--- src/core/pcgc_pkg.sv ---
// Package for the peripheral clock gate control block.
// Assumes a single 25 MHz bus clock and APB register access.
package pcgc_pkg;

    // ========================================================
    // Sizes and timing
    localparam int NUM_PERIPH = 7;
    localparam int ADDR_W = 12;
    localparam int CLK_PERIOD_NS = 40;
    localparam int INSTR_CYCLE_NS = 80;
    localparam int INSTR_CYCLE_CLKS = INSTR_CYCLE_NS / CLK_PERIOD_NS;

    // ========================================================
    // Register map
    localparam logic [11:0] DISABLE_OFFSET = 12'h000;
    localparam logic [11:0] STATUS_OFFSET = 12'h004;
    localparam logic [15:0] DISABLE_RESET = 16'h0000;
    localparam logic [15:0] DISABLE_WR_MASK = 16'h38a9;
    localparam int STATUS_PEND_BIT = 8;

    // ========================================================
    // Peripheral slots in the internal vectors
    localparam int SLOT_CONVERTER = 0;
    localparam int SLOT_SYNC_SERIAL = 1;
    localparam int SLOT_ASYNC_SERIAL = 2;
    localparam int SLOT_TWO_WIRE = 3;
    localparam int SLOT_TIMER_ONE = 4;
    localparam int SLOT_TIMER_TWO = 5;
    localparam int SLOT_TIMER_THREE = 6;

    // ========================================================
    // Carriers
    typedef struct packed {
        logic [1:0] rsvd_15_14;
        logic timer_three_off;
        logic timer_two_off;
        logic timer_one_off;
        logic [2:0] rsvd_10_8;
        logic two_wire_serial_off;
        logic rsvd_6;
        logic async_serial_off;
        logic rsvd_4;
        logic sync_serial_off;
        logic [1:0] rsvd_2_1;
        logic converter_off;
    } pcgc_disable_t;

    typedef struct packed {
        logic on_req;
        logic wr_req;
        logic rd_req;
    } pcgc_preq_t;

    typedef struct packed {
        logic clk_en;
        logic run;
        logic hold;
        logic wr_en;
        logic rd_ok;
    } pcgc_pgnt_t;

    // Gather disable bits into slot order
    function automatic logic [NUM_PERIPH-1:0] off_vec(pcgc_disable_t r);
        logic [NUM_PERIPH-1:0] v;
        v = '0;
        v[SLOT_CONVERTER] = r.converter_off;
        v[SLOT_SYNC_SERIAL] = r.sync_serial_off;
        v[SLOT_ASYNC_SERIAL] = r.async_serial_off;
        v[SLOT_TWO_WIRE] = r.two_wire_serial_off;
        v[SLOT_TIMER_ONE] = r.timer_one_off;
        v[SLOT_TIMER_TWO] = r.timer_two_off;
        v[SLOT_TIMER_THREE] = r.timer_three_off;
        return v;
    endfunction

endpackage

--- src/core/pcgc_slice.sv ---
// One peripheral's gate: clock enable, run, hold and access gating.
// Assumes off is the applied disable bit, already delayed by the top.
module pcgc_slice (
    // Clock and reset
    input wire logic pclk,
    input wire logic presetn,
    // Control
    input wire logic off,
    input wire logic present,
    input wire pcgc_pkg::pcgc_preq_t req,
    // Grants
    output pcgc_pkg::pcgc_pgnt_t gnt
);

    logic enabled;

    // ========================================================
    // Effective enable
    assign enabled = !off && present; // see [RULE5]

    // ========================================================
    // Registered grants
    always_ff @(posedge pclk or negedge presetn) begin
        if (!presetn) begin
            gnt <= '0;
        end else begin
            gnt.clk_en <= enabled; // see [RULE1]
            gnt.run <= enabled && req.on_req; // see [RULE8]
            gnt.hold <= !enabled; // see [RULE2]
            gnt.wr_en <= enabled && req.wr_req; // see [RULE3]
            gnt.rd_ok <= enabled && req.rd_req; // see [RULE4]
        end
    end

endmodule

--- src/core/pcgc_top.sv ---
// Peripheral clock gate control: disable register, delayed apply,
// per-peripheral clock gating and register access blocking.
// Assumes an APB master on pclk and peripherals that honour the grants.
//
// Summary of operation
// [RULE1] Set disable bit stops the peripheral's clocks
// [RULE2] Disabled peripheral held in minimum-power state
// [RULE3] Writes to disabled peripheral registers are dropped
// [RULE4] Reads from disabled peripheral are don't-care
// [RULE5] Enabled only when bit clear and present
// [RULE6] All disable bits clear after reset
// [RULE7] Disable takes effect one instruction cycle later
// [RULE8] Enable restarts after one cycle if configured
// [RULE9] Bit value one means off, zero on
// [RULE10] Bits 7, 5, 3: two-wire, async, sync serial
// [RULE11] Bits 13-11 timers three-one, bit 0 converter
// [RULE12] Unused bits ignore writes, read as zero
module pcgc_top (
    // Clock and reset
    input wire logic pclk,
    input wire logic presetn,
    // APB slave
    input wire logic psel,
    input wire logic penable,
    input wire logic pwrite,
    input wire logic [pcgc_pkg::ADDR_W-1:0] paddr,
    input wire logic [31:0] pwdata,
    input wire logic [3:0] pstrb,
    output logic [31:0] prdata,
    output logic pready,
    output logic pslverr,
    // Peripheral side
    input wire logic [pcgc_pkg::NUM_PERIPH-1:0] periph_present,
    input wire pcgc_pkg::pcgc_preq_t [pcgc_pkg::NUM_PERIPH-1:0] periph_req,
    output pcgc_pkg::pcgc_pgnt_t [pcgc_pkg::NUM_PERIPH-1:0] periph_gnt
);

    localparam int N = pcgc_pkg::NUM_PERIPH;
    localparam logic [1:0] APPLY_LOAD =
        2'(pcgc_pkg::INSTR_CYCLE_CLKS - 1);
    localparam int APPLY_DLY = pcgc_pkg::INSTR_CYCLE_CLKS - 1;

    pcgc_pkg::pcgc_disable_t disable_q;
    logic [N-1:0] off_req;
    logic [N-1:0] off_applied_q;
    logic pend_q;
    logic [1:0] cnt_q;
    logic setup;
    logic commit;
    logic hit_disable;
    logic hit_status;
    logic wr_disable;
    logic [15:0] wr_value;
    logic [N-1:0] en_vec;
    logic [N-1:0] clk_vec;
    logic [N-1:0] run_vec;
    logic [N-1:0] wr_vec;
    logic [N-1:0] on_vec;
    logic [N-1:0] wreq_vec;
    logic [31:0] status_word;
    logic [N-1:0] hold_vec;
    logic [N-1:0] rd_vec;
    logic [N-1:0] rreq_vec;

    // ========================================================
    // Bus decode
    assign setup = psel && !penable;
    assign commit = psel && penable && pready;
    assign hit_disable = paddr == pcgc_pkg::DISABLE_OFFSET;
    assign hit_status = paddr == pcgc_pkg::STATUS_OFFSET;
    assign wr_disable = commit && pwrite && hit_disable;

    // Byte lanes merged, then unused bits dropped
    always_comb begin
        wr_value = disable_q;
        if (pstrb[0]) begin
            wr_value[7:0] = pwdata[7:0];
        end
        if (pstrb[1]) begin
            wr_value[15:8] = pwdata[15:8];
        end
        wr_value = wr_value & pcgc_pkg::DISABLE_WR_MASK; // see [RULE12]
    end

    // ========================================================
    // Disable register
    always_ff @(posedge pclk or negedge presetn) begin
        if (!presetn) begin
            disable_q <= pcgc_pkg::DISABLE_RESET; // see [RULE6]
        end else if (wr_disable) begin
            disable_q <= wr_value; // see [RULE9] [RULE10] [RULE11]
        end
    end

    assign off_req = pcgc_pkg::off_vec(disable_q);

    // ========================================================
    // Delayed apply, one instruction cycle after the write
    always_ff @(posedge pclk or negedge presetn) begin
        if (!presetn) begin
            pend_q <= 1'b0;
            cnt_q <= 2'h0;
        end else if (wr_disable) begin
            pend_q <= 1'b1; // see [RULE7]
            cnt_q <= APPLY_LOAD;
        end else if (pend_q) begin
            cnt_q <= cnt_q - 2'h1;
            if (cnt_q == 2'h1) begin
                pend_q <= 1'b0;
            end
        end
    end

    always_ff @(posedge pclk or negedge presetn) begin
        if (!presetn) begin
            off_applied_q <= '0;
        end else if (pend_q && cnt_q == 2'h1) begin
            off_applied_q <= off_req; // see [RULE7] [RULE8]
        end
    end

    // ========================================================
    // Peripheral gates
    for (genvar i = 0; i < N; i++) begin : g_slice
        pcgc_slice u_slice (
            .pclk(pclk),
            .presetn(presetn),
            .off(off_applied_q[i]),
            .present(periph_present[i]),
            .req(periph_req[i]),
            .gnt(periph_gnt[i])
        );
        assign clk_vec[i] = periph_gnt[i].clk_en;
        assign run_vec[i] = periph_gnt[i].run;
        assign wr_vec[i] = periph_gnt[i].wr_en;
        assign on_vec[i] = periph_req[i].on_req;
        assign wreq_vec[i] = periph_req[i].wr_req;
        assign hold_vec[i] = periph_gnt[i].hold;
        assign rd_vec[i] = periph_gnt[i].rd_ok;
        assign rreq_vec[i] = periph_req[i].rd_req;
    end

    assign en_vec = ~off_applied_q & periph_present;

    // ========================================================
    // Status word: live enables and pending apply
    always_comb begin
        status_word = '0;
        status_word[N-1:0] = clk_vec;
        status_word[pcgc_pkg::STATUS_PEND_BIT] = pend_q;
    end

    // ========================================================
    // APB answer: one access cycle, no wait states
    always_ff @(posedge pclk or negedge presetn) begin
        if (!presetn) begin
            pready <= 1'b0;
            pslverr <= 1'b0;
            prdata <= '0;
        end else if (setup) begin
            pready <= 1'b1;
            pslverr <= !(hit_disable || hit_status);
            if (!pwrite && hit_disable) begin
                prdata <= {16'h0000, 16'(disable_q)}; // see [RULE12]
            end else if (!pwrite && hit_status) begin
                prdata <= status_word;
            end else begin
                prdata <= '0;
            end
        end else begin
            pready <= 1'b0;
            pslverr <= 1'b0;
        end
    end
endmodule

--- config.mk ---
export PLATFORM = sky130hd
export DESIGN_NAME = pcgc_top
export DESIGN_NICKNAME = d
export VERILOG_FILES = /design/src/core/pcgc_pkg.sv /design/src/core/pcgc_slice.sv /design/src/core/pcgc_top.sv
export SDC_FILE = /design/constraint.sdc
export NUM_CORES = 1
export LEC_CHECK = 0
export BUFFER_PORTS_ARGS = -buffer_cell sky130_fd_sc_hd__buf_2
export CAP_MARGIN = 20
export CORE_ASPECT_RATIO = 0.9
export CORE_MARGIN = 2
export CORE_UTILIZATION = 43
export DETAILED_ROUTE_END_ITERATION = 10
export GPL_ROUTABILITY_DRIVEN = 1
export PLACE_DENSITY = 0.85
export SYNTH_ARGS = -nofsm -noshare
export SYNTH_HDL_FRONTEND = slang
export SYNTH_SLANG_ARGS = --single-unit
--- constraint.sdc ---
create_clock -name pclk -period 1.7 [get_ports pclk]
set_clock_uncertainty 0.05 [all_clocks]
set_input_delay 0.085 -clock pclk [delete_from_list [all_inputs] [get_ports pclk]]
set_output_delay 0.085 -clock pclk [all_outputs]
set_load 0.005 [all_outputs]
Word-level counts from Yosys, hierarchy flattened
Index checks and enable logic that the tools add are counted.

cells by class
  $add $sub $neg = 1
  $mul = 0
  divide/modulo/power cells = 0
  magnitude comparators = 0
  equal/unequal tests = 2
  shift operators = 0
  mux-type cells = 9
  bitwise logic cells = 0
  reduce and logical (&&, ||, !) cells = 58

operators by type and width
  kind                 count
  $logic_and 1x1->1    36
  $logic_not 1->1      17
  $mux 14              1
  $eq 12x3->1 const B  1
  $logic_not 12->1     1
  $mux 9               1
  $mux 1               5
  $mux 2               2
  $reduce_and 2->1     2
  $eq 2x1->1 const B   1
  $reduce_bool 2->1    1
  $sub 2x1->2 const B  1
  $logic_or 1x1->1     1

word-level totals
  bits in registers = 86
  bits in latches = 0
  memory bits (writable) = 0
  bits in read-only memories = 0
  bits of input ports = 81
  output and inout bits = 69
  logic and storage cells = 118
  memories = 0

Depth between registers and ports, before layout
  word-level depth = 5
  gate-level depth with buffers = 5
  gate-level depth less buffers = 4

By module
From an unflattened synthesis, not the netlist that was laid out.

second synthesis, totals
  cell total of the unflattened synthesis = 177
  area total of the unflattened synthesis = 2681.3 sq um

by module, submodules not included
  module      instances  cells an instance  area each (sq um)  sequential area each (sq um)
  pcgc_top    1          107                1490.2             775.7
  pcgc_slice  7          10                 170.2              125.1

Worst setup path before layout
OpenSTA, ideal clock, no wires.

  kind = reg-to-reg
  start = reg pready
  end = reg disable_q[0] in the netlist's numbering
  setup time = 0.125 ns
  arrival time = 1.154 ns
  data required time = 1.525 ns
  setup slack = 0.371 ns
  cell stages (with the launch flop) = 5
  path buffers = 0
  clock period less this slack = 1.329 ns
  cell sequence = dfrtp_1 > nand2_1 > nor3_4 > nand3_4 > mux2_4

between the ends
  cells in the longest elaborated chain, start to end = 4

RTL lines
  item                             line             text
  from (decl)                      pcgc_top.sv:30   output logic pready,
  from (signal assigned)           pcgc_top.sv:157  pready <= 1'b0;
  from (signal assigned)           pcgc_top.sv:161  pready <= 1'b1;
  from (signal assigned)           pcgc_top.sv:171  pready <= 1'b0;
  $logic_and 1x1->1                pcgc_top.sv:68   assign commit = psel && penable && pready;
  $logic_and 1x1->1 (2 in series)  pcgc_top.sv:71   assign wr_disable = commit && pwrite && hit_disable;
  $reduce_and 2->1 (no line)       --
  to (signal assigned)             pcgc_top.sv:89   disable_q <= pcgc_pkg::DISABLE_RESET;
  to (signal assigned)             pcgc_top.sv:91   disable_q <= wr_value;
  to (decl)                        pcgc_top.sv:43   pcgc_pkg::pcgc_disable_t disable_q;

No other way between the ends.
A chain may end at the register's enable or synchronous reset.

Worst setup path in the final report
  start = reg cnt_q[0]
  end = reg off_applied_q[0]

between the ends
  cells in the longest elaborated chain, start to end = 2

RTL lines
  item                    line             text
  from (decl)             pcgc_top.sv:47   logic [1:0] cnt_q;
  from (signal assigned)  pcgc_top.sv:107  cnt_q <= cnt_q - 2'h1;
  $eq 2x1->1              pcgc_top.sv:117  end else if (pend_q && cnt_q == 2'h1) begin
  $logic_and 1x1->1       pcgc_top.sv:117
  to (signal assigned)    pcgc_top.sv:118  off_applied_q <= off_req;
  to (decl)               pcgc_top.sv:45   logic [N-1:0] off_applied_q;

No other way between the ends.

==> impl_results.md <==
* Status: finished clean
* Layout cell share with drive strength beyond 1 at 0.413
* Starting Density at 0.447
* Setup TNS at 0 ps
* HPWL after DPL at 3810 um
* Synth unique cells at 28
* Cell type with the highest aggregate area in the netlist: dfrtp_1
* GP Congestion at 0.735
* # nets final at ~410
* Die height at around 77 um
* Total number of vias at 1,825
* Top post-synthesis cells by area: dfrtp_1 65%, buf_4 5.9%, and2_1 5.2%
* Gr usage total at 0.179
* CP Max Fanout at 7
* Final Cell Area at 3600 um2
* Crit Path Class: register to register
* Critical Path Max Stage Delay at roughly 400 ps
* H-tree depth at 3
* Leak Pwr at 0.00195 uW
* Rel. slew slack at 0.575
* CTS tree: done
* Clock transition at path regs at 70 ps
* Avg Inst Size Synth at 13.8 um2
* Post-route setup slack at 207 ps
* Num rows at 26
* Vias in the first global route at roughly 1,900
* Seq/Total Area, Yosys at 0.649
* Area growth from synthesis to layout at 41.5%
* Ant diodes at 0
* Die width at 85.1 um
* Top-count cell post-synth: dfrtp_1
* VDD IR-drop max at around 640 uV
* Register area at 1650 um2
* Clock sink count at 66
* Initial antenna violation count at 0
* Max Fclk at 0.670 GHz
* Grt total ovfl at 0
* Yosys reg bits at 66
* WP buf/inv at 0
* EDFF count, synth at 0
* First-pass DRT Iterations at 5
* Post-Syn Area at 2540 um2
* Port Buffers at 102
* Post-DP Area at 3070 um2
* Core Box Area at 5690 um2
* Slew Limit Fails at 0
* Largest net degree at the start of global routing at 32
* Async set-reset flop share out of synthesis at 1.00
* Clk_lat worst skew at 340 ps
* Cts bufs inserted at 9
* Startpoint type of the worst setup path: register
* Total routed wirelength at ~5500 um
* Max-cap violation count at 0
* Crit path time final at 1490 ps
* Post-synth top area share at 0.649
* Place WS at 104 ps
* CP max-delay cell: dfrtp_1
* First-pass GRT wire length at 8990 um
* Crit end category: register
* Fin. Hold Viols at 0
* Synthesized instance count at 184
* Synth warnings at 0
* Final Cycle Share at 0.878
* Multi-input gate area at ~750 um2
* I/O Pins at 150
* FILL cells at 458
* Commonest cells post-synth: 66 x dfrtp_1, 21 x and2_1, 20 x buf_4
* Cell Pwr Density at 858 nW/um2
* HP Class: input pin to register
* Worst Tran Pin Value at 638 ps
* Final setup violation count at 0
* Worst path cell trace: ha_1 -> nand2_1 -> mux2_2
* Iteration-0 DRC Markers at 71
* Required @ worst endpoint at between 1500 and 2000 ps
* Critical Path AT at 1670 ps
* Antenna viol nets, final at 0
* RSZ-0062 raised after global routing: false
* DRC viols at 0
* Post-synth top flop: dfrtp_1
* Routed len/inst at 13.6 um
* CTS root buffer: clkbuf_8
* Max clock buf depth at 2
* Critical path's top delay family: flip-flops
* Vias per Instance at 4.52
* Die area at 6550 um2
## layer usage
metal	GRT usage	up-vias	share of wire
met5	0	-	0
met4	0.0444	0	0.011
met3	0.0818	8	0.086
met2	0.304	83	0.51
met1	0.204	884	0.39
li1	-	850	-
## where the power goes
| group | total (uW) | internal, uW | switching (uW) |
|---|---|---|---|
| Combinational | 281 | 156 | 126 |
| Sequential | 1630 | 1620 | 14.0 |
| Clock | 1180 | 612 | 565 |
| Total | 3090 | 2380 | 704 |
## path summary, 6_finish.rpt
path                                                  endpoint  slack (ps)                         start  depth (start not counted)
min reg2reg                g_slice[6].u_slice.gnt[4]$_DFF_PN0_         410  off_applied_q[6]$_DFFE_PN0P_                          1
max                               off_applied_q[0]$_DFFE_PN0P_         210          cnt_q[0]$_DFFE_PN0P_                          3
max reg2reg                       off_applied_q[0]$_DFFE_PN0P_         210          cnt_q[0]$_DFFE_PN0P_                          3
max in group asynchronous  g_slice[0].u_slice.gnt[2]$_DFF_PN0_         850                       presetn                          3
min in group asynchronous  g_slice[2].u_slice.gnt[0]$_DFF_PN0_         150                       presetn                          2
min                        g_slice[4].u_slice.gnt[4]$_DFF_PN0_          10             periph_present[4]                          2
## kinds of logic (layout without fill, tap and decap cells)
| group | count (synthesis) | after routing | synth area share |
|---|---|---|---|
| AOI/OAI and AO/OA | 14 | 14 | 0.0408 |
| xor gates and xnor gates | 1 | 1 | 0.00344 |
| adders and majority gates | 1 | 1 | 0.00492 |
| buffers and inverters | 34 | 165 | 0.0831 |
| DFF | 66 | 66 | 0.649 |
| muxes | 18 | 18 | 0.0880 |
| other | 1 | 20 | 0.00147 |
| and+or+nand+nor | 49 | 49 | 0.129 |
## repair_timing
action,CTS,global route
endpoints found under the hold margin,81,0
buffers inserted,0,0
gates resized for setup,0,0
hold buffers,35,0
## through the flow
| step | hold WS [ps] | std cells | total power (uW) | utilization |
|---|---|---|---|---|
| 6_report | 10.0 | 404 | 3090 | 0.632 |
| 5_1_grt | 2.29 | 404 | 3240 | 0.632 |
| 4_1_cts | 2.14 | 404 | 3120 | 0.632 |
| 3_5_place_dp | -16.0 | 353 | 1880 | 0.539 |
| 3_3_place_gp | -24.2 | 353 | 1870 | 0.539 |
| 2_1_floorplan | -261 | 203 | 1760 | - |
## cell usage in the layout, fill, tap and decap left out
cell             n
a21oi_1          1
a22o_1           9
and2_1          21
and3_1           1
and3_2           1
buf_12           1
buf_2          102
buf_4            1
clkbuf_1         2
clkbuf_8        11
clkinv_4         1
clkinvlp_4       2
conb_1          20
dfrtp_1         66
dlygate4sd3_1   35
ha_1             1
inv_1           10
mux2_2           7
mux2_4           7
mux2i_1          4
nand2_1          8
nand2b_1         1
nand3_4          2
nand4_1          1
nor2_1           2
nor2b_1          7
nor3_1           1
nor3_4           1
nor3b_1          1
nor4_2           2
o21ai_0          4
xnor2_1          1
## final cells by class
| cell class | count | share of cell area |
|---|---|---|
| clock buffers | 13 | 0.0441 |
| well taps | 70 | 0.0243 |
| clock inverters | 3 | 0.00660 |
| multi-input cells | 103 | 0.209 |
| flip-flops and latches | 66 | 0.459 |
| repair buffers | 139 | 0.247 |
| inverters | 10 | 0.0104 |
## sequential cells by signal, summed over array words and instances (netlist names)
signal and cells:
cnt_q 2, disable_q 7, g_slice.u_slice.gnt 35, off_applied_q 7
pend_q 1, prdata 12, pready 1, pslverr 1
Power figures use the tool's default switching activity.
